==> config.mk <==
export PLATFORM = sky130hd
export DESIGN_NAME = ltw_target
export DESIGN_NICKNAME = d
export VERILOG_FILES = /design/src/ltw_pkg.sv /design/src/ltw_line_if.sv /design/src/ltw_sync2.sv /design/src/ltw_cond_detect.sv /design/src/ltw_target.sv
export VERILOG_INCLUDE_DIRS = /design/src /design/src/src
export SDC_FILE = /design/constraint.sdc
export NUM_CORES = 1
export LEC_CHECK = 0
export BUFFER_PORTS_ARGS = -buffer_cell sky130_fd_sc_hd__clkbuf_2
export CELL_PAD_IN_SITES_DETAIL_PLACEMENT = 2
export CELL_PAD_IN_SITES_GLOBAL_PLACEMENT = 2
export CORE_ASPECT_RATIO = 0.9
export CORE_MARGIN = 2
export CORE_UTILIZATION = 37
export CTS_CLUSTER_SIZE = 10
export DETAILED_ROUTE_END_ITERATION = 10
export PLACE_DENSITY_LB_ADDON = 0.1
export SLEW_MARGIN = 20
export SYNTH_ARGS = -nofsm -noshare
export SYNTH_HDL_FRONTEND = slang
export SYNTH_SLANG_ARGS = --single-unit
==> constraint.sdc <==
create_clock -name ref_clk -period 3.05 [get_ports ref_clk]
set_input_delay 0.915 -clock ref_clk [delete_from_list [all_inputs] [get_ports ref_clk]]
set_output_delay 0.915 -clock ref_clk [all_outputs]
set_load 0.005 [all_outputs]
==> src/ltw_consts.svh <==
// Constants for the write-only display target front end
`ifndef LTW_CONSTS_SVH
`define LTW_CONSTS_SVH

// Fixed upper six bits of the target address byte
`define LTW_ADDR_FIXED      6'h1c
`define LTW_ADDR_HI_BIT     7
`define LTW_ADDR_LO_BIT     2
// Address byte field positions
`define LTW_SEL_BIT         1
`define LTW_RW_BIT          0
// Command byte continuation flag position
`define LTW_CONT_BIT        7
// Bits per byte and the index of the acknowledge clock
`define LTW_BITS_PER_BYTE   4'h8
`define LTW_LAST_DATA_BIT   4'h7
`define LTW_ACK_SLOT        4'h8
// Idle level of the bus lines (also their synchroniser reset), reset value of the strap synchroniser
`define LTW_LINE_IDLE       2'h3
`define LTW_STRAP_RST       3'h0
// Width of the received-byte status counter
`define LTW_CNT_W           16

`endif

==> src/ltw_pkg.sv <==
// Types shared by the target front end
package ltw_pkg;

    typedef enum logic [4:0] {
        LTW_IDLE   = 5'b00001,
        LTW_ADDR   = 5'b00010,
        LTW_CMD    = 5'b00100,
        LTW_DATA   = 5'b01000,
        LTW_IGNORE = 5'b10000
    } ltw_state_t;

    typedef logic [7:0] ltw_byte_t;

endpackage

==> src/ltw_line_if.sv <==
// Line events carried from the condition detector to the receiver
`timescale 1ns/1ns
interface ltw_line_if;
    logic scl_rise;
    logic scl_fall;
    logic start_cond;
    logic stop_cond;
    logic sda_level;

    modport det (
        output scl_rise,
        output scl_fall,
        output start_cond,
        output stop_cond,
        output sda_level
    );

    modport rx (
        input  scl_rise,
        input  scl_fall,
        input  start_cond,
        input  stop_cond,
        input  sda_level
    );
endinterface

==> src/ltw_sync2.sv <==
// Two-flop synchroniser for levels from outside the clock domain
`timescale 1ns/1ns
module ltw_sync2 #(
    parameter int         W       = 1,
    parameter logic [W-1:0] RST_VAL = '0
) (
    input  wire logic         ref_clk,
    input  wire logic         rst,
    input  wire logic [W-1:0] d,
    output logic      [W-1:0] q
);
    logic [W-1:0] meta;

    // First stage feeds only the second stage
    always_ff @(posedge ref_clk) begin
        if (rst) begin
            meta <= RST_VAL;
            q    <= RST_VAL;
        end else begin
            meta <= d;
            q    <= meta;
        end
    end
endmodule

==> src/ltw_cond_detect.sv <==
// Finds clock edges and START/STOP on the synchronised bus lines
`timescale 1ns/1ns
module ltw_cond_detect
    import ltw_pkg::*;
(
    input  wire logic ref_clk,
    input  wire logic rst,
    input  wire logic scl_s,
    input  wire logic sda_s,
    ltw_line_if.det   ev
);
    logic scl_d;
    logic sda_d;

    always_ff @(posedge ref_clk) begin
        if (rst) begin
            scl_d <= 1'b1;
            sda_d <= 1'b1;
        end else begin
            scl_d <= scl_s;
            sda_d <= sda_s;
        end
    end

    // SDA moving while SCL stays high is a condition, never a bit
    assign ev.scl_rise   = scl_s & ~scl_d;
    assign ev.scl_fall   = ~scl_s & scl_d;
    assign ev.start_cond = scl_s & scl_d & sda_d & ~sda_s;
    assign ev.stop_cond  = scl_s & scl_d & ~sda_d & sda_s;
    assign ev.sda_level  = sda_s;
endmodule

==> src/ltw_target.sv <==
// Write-only bus target: address match, command split, gated data ack
`timescale 1ns/1ns
`include "ltw_consts.svh"

module ltw_target
    import ltw_pkg::*;
(
    input  wire logic                 ref_clk,
    input  wire logic                 rst,
    input  wire logic                 scl_in,
    input  wire logic                 sda_in,
    output logic                      sda_out,
    output logic                      sda_oe,
    input  wire logic                 target_addr_select_strap,
    input  wire logic                 hw_subaddr_pin_low,
    input  wire logic                 hw_subaddr_pin_high,
    input  wire logic [1:0]           cur_subaddr,
    output ltw_byte_t                 cmd_byte,
    output logic                      cmd_valid,
    output logic                      cmd_last,
    output ltw_byte_t                 data_byte,
    output logic                      data_valid,
    output logic                      data_mine,
    output logic                      bus_busy,
    output logic                      selected,
    output logic                      in_data_phase,
    output logic                      abort_pulse,
    output logic [`LTW_CNT_W-1:0]     rx_byte_count
);
    ltw_line_if bus ();

    logic [1:0]  line_s;
    logic [2:0]  strap_s;
    ltw_state_t  state;
    ltw_state_t  next_state;
    logic [3:0]  bit_cnt;
    logic [6:0]  shift;
    ltw_byte_t   next_byte;
    logic        receiving;
    logic        byte_done;
    logic        addr_match;
    logic        sub_match;
    logic        want_ack;
    logic        ack_pending;
    logic        ack_drive;
    logic [1:0]  hw_subaddr;

    // Bus lines and straps come from pins
    ltw_sync2 #(
        .W       (2),
        .RST_VAL (`LTW_LINE_IDLE)
    ) u_line_sync (
        .ref_clk (ref_clk),
        .rst     (rst),
        .d       ({scl_in, sda_in}),
        .q       (line_s)
    );

    // Straps are static but still cross in through two flops
    ltw_sync2 #(
        .W       (3),
        .RST_VAL (`LTW_STRAP_RST)
    ) u_strap_sync (
        .ref_clk (ref_clk),
        .rst     (rst),
        .d       ({target_addr_select_strap, hw_subaddr_pin_high, hw_subaddr_pin_low}),
        .q       (strap_s)
    );

    ltw_cond_detect u_det (
        .ref_clk (ref_clk),
        .rst     (rst),
        .scl_s   (line_s[1]),
        .sda_s   (line_s[0]),
        .ev      (bus)
    );

    assign hw_subaddr = strap_s[1:0];

    // Byte assembly decode
    assign receiving  = (state == LTW_ADDR) || (state == LTW_CMD) || (state == LTW_DATA);
    assign byte_done  = receiving && bus.scl_rise && (bit_cnt == `LTW_LAST_DATA_BIT);
    assign next_byte  = {shift, bus.sda_level};

    assign addr_match = (next_byte[`LTW_ADDR_HI_BIT:`LTW_ADDR_LO_BIT] == `LTW_ADDR_FIXED)
                      && (next_byte[`LTW_SEL_BIT] == strap_s[2])
                      && (next_byte[`LTW_RW_BIT] == 1'b0);
    assign sub_match  = (hw_subaddr == cur_subaddr);

    // Selection joins address, command progress and subaddress
    always_comb begin
        want_ack = 1'b0;
        case (state)
            LTW_ADDR: want_ack = addr_match;
            LTW_CMD:  want_ack = 1'b1;
            LTW_DATA: want_ack = sub_match;
            default:  want_ack = 1'b0;
        endcase
    end

    // Phase sequencing
    always_comb begin
        next_state = state;
        case (state)
            LTW_IDLE: begin
                next_state = LTW_IDLE;
            end
            LTW_ADDR: begin
                if (byte_done) begin
                    next_state = addr_match ? LTW_CMD : LTW_IGNORE;
                end
            end
            LTW_CMD: begin
                if (byte_done && !next_byte[`LTW_CONT_BIT]) begin
                    next_state = LTW_DATA;
                end
            end
            LTW_DATA: begin
                next_state = LTW_DATA;
            end
            LTW_IGNORE: begin
                next_state = LTW_IGNORE;
            end
            default: begin
                next_state = LTW_IDLE;
            end
        endcase
        // Conditions override whatever the byte logic wants
        if (bus.start_cond) begin
            next_state = LTW_ADDR;
        end else if (bus.stop_cond) begin
            next_state = LTW_IDLE;
        end
    end

    always_ff @(posedge ref_clk) begin
        if (rst) begin
            state <= LTW_IDLE;
        end else begin
            state <= next_state;
        end
    end

    // Bit counter and shifter; the ack clock is slot eight
    always_ff @(posedge ref_clk) begin
        if (rst) begin
            bit_cnt <= 4'h0;
            shift   <= 7'h00;
        end else if (bus.start_cond || bus.stop_cond) begin
            bit_cnt <= 4'h0;
            shift   <= 7'h00;
        end else if (receiving && bus.scl_rise) begin
            if (bit_cnt == `LTW_ACK_SLOT) begin
                bit_cnt <= 4'h0;
            end else begin
                bit_cnt <= bit_cnt + 4'h1;
                shift   <= next_byte[6:0];
            end
        end
    end

    // Ack: pull low from the fall after bit 8 to the fall after the ack clock
    always_ff @(posedge ref_clk) begin
        if (rst) begin
            ack_pending <= 1'b0;
            ack_drive   <= 1'b0;
        end else if (bus.start_cond || bus.stop_cond) begin
            ack_pending <= 1'b0;
            ack_drive   <= 1'b0;
        end else if (byte_done) begin
            ack_pending <= want_ack;
        end else if (bus.scl_fall) begin
            if (ack_drive) begin
                ack_drive <= 1'b0;
            end else if (ack_pending) begin
                ack_drive   <= 1'b1;
                ack_pending <= 1'b0;
            end
        end
    end

    // Open drain: only ever a low, never a driven high
    assign sda_out = 1'b0;
    assign sda_oe  = ack_drive;

    // Command bytes to the decoder
    always_ff @(posedge ref_clk) begin
        if (rst) begin
            cmd_byte  <= 8'h00;
            cmd_valid <= 1'b0;
            cmd_last  <= 1'b0;
        end else begin
            cmd_valid <= 1'b0;
            if (byte_done && state == LTW_CMD) begin
                cmd_byte  <= next_byte;
                cmd_valid <= 1'b1;
                cmd_last  <= ~next_byte[`LTW_CONT_BIT];
            end
        end
    end

    // Display bytes; data_valid advances the pointers on every device
    always_ff @(posedge ref_clk) begin
        if (rst) begin
            data_byte  <= 8'h00;
            data_valid <= 1'b0;
            data_mine  <= 1'b0;
        end else begin
            data_valid <= 1'b0;
            if (byte_done && state == LTW_DATA) begin
                data_byte  <= next_byte;
                data_valid <= 1'b1;
                data_mine  <= sub_match;
            end
        end
    end

    // Status
    always_ff @(posedge ref_clk) begin
        if (rst) begin
            bus_busy <= 1'b0;
        end else if (bus.start_cond) begin
            bus_busy <= 1'b1;
        end else if (bus.stop_cond) begin
            bus_busy <= 1'b0;
        end
    end

    always_ff @(posedge ref_clk) begin
        if (rst) begin
            selected      <= 1'b0;
            in_data_phase <= 1'b0;
        end else begin
            selected      <= (next_state == LTW_CMD) || (next_state == LTW_DATA);
            in_data_phase <= (next_state == LTW_DATA);
        end
    end

    // Flags a condition that cut a byte short
    always_ff @(posedge ref_clk) begin
        if (rst) begin
            abort_pulse <= 1'b0;
        end else begin
            // First clock high after a byte may carry the condition itself
            abort_pulse <= (bus.start_cond || bus.stop_cond) && receiving
                           && (bit_cnt > 4'h1);
        end
    end

    // Wraps freely; the transfer length itself is unbounded
    always_ff @(posedge ref_clk) begin
        if (rst) begin
            rx_byte_count <= '0;
        end else if (byte_done && state != LTW_ADDR) begin
            rx_byte_count <= rx_byte_count + `LTW_CNT_W'(1);
        end
    end
endmodule

==> results of run 1 <==
## per-stage QoR
stage	hold slack, ns	cell area [sq um]	cells	utilization, %	power [W]
4_1_cts	0.429	3660	486	45.0	0.00186
3_5_place_dp	0.406	3440	471	42.2	0.00101
3_3_place_gp	0.395	3440	471	42.2	0.00101
6_report	0.421	3660	486	45.0	0.00184
5_1_grt	0.436	3660	486	45.0	0.00190
2_1_floorplan	0.389	3140	341	-	0.000985
## sequential cells by signal, summed over array words and instances, names as in the netlist, 2 cells and up
name / count
bit_cnt: 4
cmd_byte: 8
data_byte: 8
rx_byte_count: 16
shift: 7
state: 5
u_line_sync.meta: 2
u_line_sync.q: 2
u_strap_sync.meta: 3
u_strap_sync.q: 3
## layer usage
metal  up-vias  track usage, %  wire, microns
met2        57            35.3           4530
met4         0            6.19            153
met5         -               0              0
li1       1330               -              -
met1      1382            28.8           4430
met3        19            4.77            306
## critical path: cells and delay by family, from the launching register on
kind | cells | cell delay [ns]
compound gates | 1 | 0.43
flops | 1 | 0.35
mux | 1 | 0.39
simple gates | 2 | 0.99
## placed cells by master (no fill, tap or decap), types with 10 or more instances in the layout
cell type	netlist	routed
nand3_1	13	13
a21oi_1	24	24
nand4_1	15	15
nand2_1	20	20
nor2_1	25	25
nor2b_1	14	14
nor4_1	10	10
clkbuf_8	0	10
clkbuf_2	0	49
mux2i_1	16	16
o31ai_1	15	15
dfxtp_1	70	70
## area by class of cell
type	instances	area [sq um]	share of cell area [%]
multi-input cells	239	1590	43.4
flip-flops and latches	70	1400	38.3
repair buffers	57	305	8.34
clock buffers	10	138	3.76
well taps	99	124	3.38
clock inverters	5	83.8	2.29
inverters	6	22.5	0.615
## power by group
part           switching (W)  total (W)  internal (W)  leakage, nW
registers         0.00000552   0.000927      0.000921        0.566
clock network       0.000372   0.000851      0.000479        0.105
logic              0.0000390  0.0000605     0.0000215        0.747
total               0.000416    0.00184       0.00142         1.42
## path summary, 6_finish.rpt
path                                          start           endpoint  slack, ns
worst max-delay path                       state[4]  rx_byte_count[15]       0.78
worst min-delay path            u_line_sync.meta[0]   u_line_sync.q[0]       0.42
worst max register to register             state[4]  rx_byte_count[15]       0.78
worst min register to register  u_line_sync.meta[0]   u_line_sync.q[0]       0.42
## logic make-up after synthesis
kind of cell    count (synthesis)
xor+xnor                        5
buf+inv                        32
fa+ha+maj                       4
flops                          70
simple gates                  137
mux                            23
compound gates                 69
other cells                     1
==> results.toml, run 1 <==
[timing]
finalMaxSlewViolations = 0
tns_ns = 0
skew_ns = 0.0109
rsz0062_at_grt = "false"
finalCriticalPeriod_ns = 2.27
worst_slack_ns = 0.776
slew_headroom_pct = 47.8
post-route-period-util_pct = 74.5
finalHoldViolCount = 0
max_freq_ghz = 0.440
setup_viol = 0
tightest_slew_ns = 0.775

[drt]
routed_via_density = 5.74
antenna_left = 0
wl_microns = 9420
post_drt_wl_per_cell_microns = 19.4
dr.pass1.iters = 4
drt_iter0_drc = 112
via_count = 2788
remaining_drc_errors = 0

[floorplanning]
chipWidth_microns = 101
core_sq_um = 8150
rows = 31
dieArea_sq_um = 9250
start_util_pct = 38.6
die_y_microns = 91.4
boundaryPins = 51

[cells_and_area]
nets = 396
antenna_cells = 0
areaGrowthSynthToFinish_pct = 16.6
fill_cells = 895
drive_gt1_share_pct = 24.3

[logic_synthesis]
syn_avg_cell_area_sq_um = 9.21
synth_adder_area_share_pct = 1.59
ys_seq_area_share_pct = 44.6
ys_async_sr_fraction_pct = 0
ys_ff_latch = 70
synth_edf_count = 0
synth.area.top_cells = "dfxtp_1 45%, mux2i_1 5.1%, a21oi_1 3.8%"
synth-xor-area-share_pct = 1.39
ys_warn_count = 0
synth-simple-area-share_pct = 24.8
synth_area_sq_um = 3140
synthFlopType = "dfxtp_1"
synth_compound_area_share_pct = 15.0
synth_commonest_cells = "70 x dfxtp_1, 25 x nor2_1, 24 x a21oi_1, 20 x nand2_1, 16 x mux2i_1"
synth_cells = 341
synth_top_area_share_pct = 44.6
syn-num-nets = 354
yosysTopAreaCell = "dfxtp_1"
yosysMostFrequentCell = "dfxtp_1"
synth.area.mux_share_pct = 7.61
synth_top_family_by_area = "simple AND/OR/NAND/NOR gates"
ys_types = 50

[cts]
cts_root_buffer = "clkbuf_8"
cts_sinks = 70
cts-hold-fix-buffers = 0
clk_latency_ns = 0.35
post_cts_buffers = 0
cts_tree = "done"
clockBufferDepth = 2
cts.repair.resized = 0
cts_buffers = 9
htreeDepth = 3
cts.clk_slew.worst_paths_ns = 0.08

[status]
outcome = "finished clean"

[power]
p_leak_nw = 1.42
p_per_area_nw_per_um2 = 502
vdd_ir_drop_max_mv = 0.245

[critical_path]
critPathSlowestCell = "nor4_1"
rr_worst_depth = 4
critPathCaptureType = "register"
path_cells = "nor2_1 > o211ai_2 > nor4_1 > mux2_2"
slowest_delay_ns = 0.60
arrival_ns = 2.53
crit_required_ns = 3.30
critPathMaxFanout = 19
crit_type = "reg -> reg"
critPathLaunchType = "register"

[global_routing]
grt_pass1_vias = 2931
grt_pass1_wl_microns = 15700
track_usage_pct = 21.7
grt_overflow_total = 0
grt_max_degree = 61
grt_antenna_before_repair = 0

[placement]
dp_hpwl_microns = 6420
gp_congestion = 0.797
pre_cts_ws_ns = 0.782
io_buffers = 49

[run]
max-cap-violations = 0

[hold_path]
whs_path_depth = 1
hold_path_class = "reg -> reg"
No activity file was read; power rests on OpenSTA's default activity.
==> run 2: changes to the inputs <==
- ABC_AREA: unset -> 1
- CORE_UTILIZATION: 37 -> 29
- clock period: 3.05 -> 1.8 ns (I/O delays scaled with it)
==> run 2 against run 1 <==
- non-clock buffer count rose by 28
- sequential share of layout area decreased by 2.7 points
- die area increased by 19%
- first-iteration DRC count is 25% lower
- clock-buffer cell count increased by 2
- worst setup slack lost 0.74 ns
- critical path type unchanged
- highest routed layer unchanged
==> results.toml, run 2 <==
[status]
outcome = "finished clean"

[global_routing]
grt_max_degree = 32
grt_antenna_before_repair = 0
grt_pass1_vias = 3069
grt_pass1_wl_microns = 15400
track_usage_pct = 17.5
grt_overflow_total = 0

[cells_and_area]
nets = 479
drive_gt1_share_pct = 27.2
antenna_cells = 0
top_register = "rx_byte_count"
top_regs = "rx_byte_count x16, cmd_byte x8, data_byte x8"
largest_register_ffs = 16
mostFrequentLayoutCell = "dfxtp_1"
most-common-layout-cells = "67 x dfxtp_1, 62 x nand2_1, 49 x clkbuf_2"
final_cell_area_sq_um = 3970
fill_cells = 1155
areaGrowthSynthToFinish_pct = 34.2
final_core_util_pct = 40.5

[drt]
routed_via_density = 4.78
post_drt_wl_per_cell_microns = 16.3
drt_iter0_drc = 84
antenna_left = 0
remaining_drc_errors = 0
via_count = 2855
dr.pass1.iters = 4
wl_microns = 9750

[logic_synthesis]
yosysTopAreaCell = "dfxtp_1"
synth_edf_count = 0
synth-simple-area-share_pct = 24.8
synth_cells = 380
synth_compound_area_share_pct = 14.0
ys_types = 31
synth_top_family_by_area = "simple AND/OR/NAND/NOR gates"
ys_async_sr_fraction_pct = 0
synth_top_area_share_pct = 47.4
synth_area_sq_um = 2960
synth_adder_area_share_pct = 1.69
ys_ff_latch = 70
synth-xor-area-share_pct = 2.67
synthFlopType = "dfxtp_1"
yosysMostFrequentCell = "dfxtp_1"
synth.area.mux_share_pct = 0
synth_commonest_cells = "70 x dfxtp_1, 62 x nand2_1, 48 x inv_1, 47 x a21oi_1, 34 x nor2_1"
synth.area.top_cells = "dfxtp_1 47%, a21oi_1 8.0%, nand2_1 7.9%"
syn_avg_cell_area_sq_um = 7.78
ys_seq_area_share_pct = 47.4
syn-num-nets = 393
ys_warn_count = 0

[run]
max-cap-violations = 0

[critical_path]
r2r_end = "cmd_byte[6]"
crit_type = "reg -> reg"
critPathLaunchType = "register"
critPathMaxFanout = 6
endpoint = "cmd_byte[6]"
rr_worst_depth = 10
critPathSlowestCell = "dfxtp_4"
crit_required_ns = 2.02
cpMostUsedCell = "buf_6"
path_cells = "ha_4 > inv_4 > nor3_4 > nand3_4 > buf_12 > nor2_4 > buf_6 > buf_6 > buf_4 > a21oi_1"
arrival_ns = 1.98
rrSetupSlack_ns = 0.04
slowest_delay_ns = 0.37
critPathCaptureType = "register"
worstReg2RegStart = "bit_cnt[1]"
cp-startpoint = "bit_cnt[1]"

[timing]
max_freq_ghz = 0.567
whs_ns = 0.398
rsz0062_at_grt = "true"
finalCriticalPeriod_ns = 1.76
finalHoldViolCount = 0
finalMaxSlewViolations = 0
tns_ns = 0
post-route-period-util_pct = 97.9
setup_viol = 0
skew_ns = 0.0106

[cts]
cts_buffers = 9
cts_sinks = 70
cts_root_buffer = "clkbuf_16"
clk_latency_ns = 0.33
clockBufferDepth = 2
htreeDepth = 3
cts_tree = "done"
cts.clk_slew.worst_paths_ns = 0.06

[floorplanning]
die_y_microns = 99.8
dieArea_sq_um = 11000
rows = 34
boundaryPins = 51
chipWidth_microns = 110
start_util_pct = 30.2
core_sq_um = 9780

[power]
p_leak_nw = 1.68
vdd_ir_drop_max_mv = 0.471
p_per_area_nw_per_um2 = 890
power_w = 0.00353

[hold_path]
hold_path_class = "in -> reg"

[placement]
io_buffers = 49
gp_congestion = 0.749
dp_hpwl_microns = 6660
dpl_cell_area_sq_um = 3410
[run 2: cell count changes after synthesis, moves of 16 or more]
cell | before | now
o21ai_0 | 6 | 32
nand2_1 | 20 | 62
a21oi_1 | 24 | 47
nor3_1 | 1 | 17
mux2i_1 | 16 | 0
inv_1 | 6 | 48
[run 2: kinds of logic after synthesis]
| family | after synthesis |
|---|---|
| AO/OA/AOI/OAI | 82 |
| XOR/XNOR | 9 |
| adder cells (fa/ha/maj) | 4 |
| buffers and inverters | 61 |
| flip-flops | 70 |
| other | 1 |
| AND/OR/NAND/NOR | 153 |
[run 2: what timing repair did]
| action | in CTS | in global routing |
|---|---|---|
| cloned | 0 | 1 |
| hold endpoints to repair | 0 | 0 |
| pin swaps | 1 | 7 |
| buffers inserted | 1 | 17 |
| resized for setup | 3 | 21 |
| hold buffers | 0 | 0 |
| endpoints found under the setup margin | 16 | 31 |
[run 2: per-stage QoR]
stage	setup WS, ns	instances
after floorplan	0.257	380
after global placement	0.0450	562
after detailed placement	-0.0907	562
after CTS	0.0197	579
after global routing	-0.0414	597
final	0.0374	597
[run 2: area by class of cell]
class | count | area (sq um) | share of cell area [%]
sequential | 70 | 1410 | 35.6
multi-input combinational | 249 | 1330 | 33.4
timing repair buffer | 85 | 539 | 13.6
clock buffer | 12 | 267 | 6.72
inverter | 50 | 205 | 5.17
tap | 126 | 158 | 3.97
clock inverter | 4 | 53.8 | 1.36
timing repair inverter | 1 | 8.76 | 0.221
[run 2: how the worst min path moves through the flow]
stage	from	end	slack (ns)	cells after the start
after global routing	scl_in	u_line_sync.meta[1]	0.40	2
after global placement	u_strap_sync.meta[0]	u_strap_sync.q[0]	0.39	2
after detailed placement	u_strap_sync.meta[2]	u_strap_sync.q[2]	0.40	2
final	sda_in	u_line_sync.meta[0]	0.40	2
after floorplan	u_strap_sync.meta[0]	u_strap_sync.q[0]	0.39	2
after CTS	sda_in	u_line_sync.meta[0]	0.39	2
[run 2: worst max-delay path: cells and delay by family (launching register included)]
kind,cells,cell delay [ns]
AO/OA/AOI/OAI,1,0.05
adder cells (fa/ha/maj),1,0.15
buffers and inverters,5,0.56
flip-flops,1,0.37
AND/OR/NAND/NOR,3,0.51
[run 2: per-layer routing]
metal	wire (microns)	GRT usage [%]	part of all wire, %	vias up
li1	-	-	-	1403
met3	378	4.29	3.9	10
met5	0	0	0	-
met2	4510	28.5	46	51
met1	4760	23.2	49	1391
met4	102	5.29	1.0	0
[run 2: where the power goes]
| part | total, W | internal (W) | switching, W | leakage, nW |
|---|---|---|---|---|
| clock network | 0.00188 | 0.00119 | 0.000691 | 0.151 |
| registers | 0.00157 | 0.00156 | 0.00000687 | 0.569 |
| logic | 0.0000834 | 0.0000287 | 0.0000547 | 0.961 |
==> run 3: changes to the inputs <==
- CORE_MARGIN: 2 -> unset
- clock period: 1.8 -> 1.6 ns (I/O delays scaled with it)
==> run 3 against run 2 <==
- the run now ends with negative setup slack left
- via count rose by 2.3%
- die area shrank 3.8%
- core utilization increased by 3.1 points
- wire length grew 5.3%
- design area grew 7.6%
- combinational power increased by 29%
- worst setup slack worse by 0.079 ns
- critical endpoint is now cmd_byte[5]
- largest power group unchanged
- highest routed layer unchanged
==> results.toml, run 3 (synthesized netlist as in run 2, its figures left out) <==
[placement]
place_inst = 579
io_buffers = 49
gp_congestion = 0.767
dp_hpwl_microns = 7010
dpl_cell_area_sq_um = 3570

[critical_path]
rr_worst_depth = 9
cpMostUsedCell = "nand3_4"
worstReg2RegStart = "state[3]"
arrival_ns = 1.91
crit_type = "reg -> reg"
crit_required_ns = 1.87
critPathMaxFanout = 7
critPathCaptureType = "register"
rrSetupSlack_ns = -0.04
r2r_end = "cmd_byte[5]"
path_cells = "inv_2 > nor2_2 > nand3_2 > nand3_4 > nand3_4 > nor2_4 > buf_12 > o21ai_1 > a21oi_1"
critPathSlowestCell = "dfxtp_4"
slowest_delay_ns = 0.38
critPathLaunchType = "register"

[floorplanning]
die_y_microns = 97.8
start_util_pct = 30.2
chipWidth_microns = 108
rows = 34
dieArea_sq_um = 10600
core_sq_um = 9780
boundaryPins = 51

[timing]
finalCriticalPeriod_ns = 1.64
tns_ns = -0.0723
rsz0062_at_grt = "true"
skew_ns = 0.00736
whs_ns = 0.328
worst_slack_ns = -0.0416
finalMaxSlewViolations = 0
max_freq_ghz = 0.609
finalHoldViolCount = 0
post-route-period-util_pct = 103
setup_viol = 5

[global_routing]
grt_pass1_vias = 3123
grt_max_degree = 17
grt_pass1_wl_microns = 15900
grt_overflow_total = 0
grt_antenna_before_repair = 0
track_usage_pct = 19.8

[drt]
wl_microns = 10300
post_drt_wl_per_cell_microns = 17.0
antenna_left = 0
routed_via_density = 4.85
drt_iter0_drc = 40
dr.pass1.iters = 4
via_count = 2922
remaining_drc_errors = 0

[status]
violations = "negative setup slack"
outcome = "finished with violations"

[cells_and_area]
stdcell_count = 603
antenna_cells = 0
top_register = "rx_byte_count"
top_regs = "rx_byte_count x16, cmd_byte x8, data_byte x8"
largest_register_ffs = 16
nets = 485
most-common-layout-cells = "61 x dfxtp_1, 53 x nand2_1, 49 x clkbuf_2"
areaGrowthSynthToFinish_pct = 44.4
final_cell_area_sq_um = 4270
mostFrequentLayoutCell = "dfxtp_1"
drive_gt1_share_pct = 40.5

[power]
power_frac_clock_pct = 52.0
power_w = 0.00390
vdd_ir_drop_max_mv = 0.552
power.switching_w = 0.000886
p_seq_share_pct = 45.2
p_sw_share_pct = 22.7
combPwrFrac_pct = 2.8
p_per_area_nw_per_um2 = 914
p_leak_nw = 1.73
p_int_w = 0.00301

[hold_path]
worstHoldEndpoint = "u_strap_sync.meta[0]"
hold_start = "hw_subaddr_pin_low"
hold_path_class = "in -> reg"
whs_path_depth = 3

[run]
max-cap-violations = 0

[cts]
htreeDepth = 3
cts_sinks = 70
cts_root_buffer = "clkbuf_16"
cts.clk_slew.worst_paths_ns = 0.06
clockBufferDepth = 2
cts_buffers = 9
clk_latency_ns = 0.34
cts_tree = "done"
[run 3: cell count changes in the layout (fill, tap and decap cells not counted), sizes merged]
| cell | previous run | this run |
|---|---|---|
| nand2 | 63 | 64 |
| buf | 36 | 41 |
| clkbuf | 61 | 59 |
| clkinv | 2 | 5 |
| clkinvlp | 2 | 0 |
| inv | 50 | 51 |
[run 3: worst max-delay path, delay by kind of cell, from the launching register on]
family / cells / cell delay, ns
AND/OR/NAND/NOR: 5 / 0.76
flip-flops: 1 / 0.38
buffers and inverters: 2 / 0.21
AO/OA/AOI/OAI: 2 / 0.21
[run 3: power by group through the flow]
stage	clock network, W	logic (W)	registers (W)
finish	0.00203	0.000108	0.00176
global route	0.00216	0.000120	0.00176
CTS	0.00209	0.000105	0.00177
detailed placement	0	0.000102	0.00180
global placement	0	0.0000999	0.00180
floorplan	0	0.0000528	0.00180
[run 3: layer usage]
metal / vias to the layer above / wire length [microns] / global-route usage, % / part of all wire, %
met1: 1443 / 5050 / 26.5 / 49
li1: 1422 / - / - / -
met3: 10 / 335 / 4.87 / 3.3
met2: 47 / 4770 / 31.2 / 46
met5: - / 0 / 0 / 0
met4: 0 / 112 / 5.93 / 1.1
[run 3: cell type report]
cell class | instances | area (sq um)
multi-input combinational | 250 | 1560
sequential | 70 | 1420
inverter | 50 | 210
clock inverter | 6 | 70.1
tap | 126 | 158
timing repair buffer | 90 | 604
timing repair inverter | 1 | 16.3
fill | 1096 | 5520
clock buffer | 10 | 229
[run 3: worst max path at each step]
stage | cells past startpoint | start | slack, ns | end
after global placement | 10 | bit_cnt[0] | -0.005 | rx_byte_count[6]
final | 9 | state[3] | -0.04 | cmd_byte[5]
after CTS | 8 | bit_cnt[0] | -0.01 | cmd_byte[4]
after global routing | 10 | state[3] | -0.15 | rx_byte_count[0]
after floorplan | 9 | bit_cnt[0] | 0.06 | rx_byte_count[3]
after detailed placement | 9 | bit_cnt[0] | -0.11 | rx_byte_count[2]
[run 3: repair_timing]
item                                    in CTS  in global routing
buffers inserted                             2                  4
endpoints found under the setup margin      29                 44
pin swaps                                    3                 16
hold buffers                                 0                  0
gates cloned                                 2                  1
gates resized for setup                     20                 89
[run 3: through the flow]
step	setup slack [ns]	util, %
after floorplan	0.0565	-
after global placement	-0.00453	36.4
after detailed placement	-0.111	36.4
after CTS	-0.0137	40.7
after global routing	-0.150	43.6
final	-0.0416	43.6
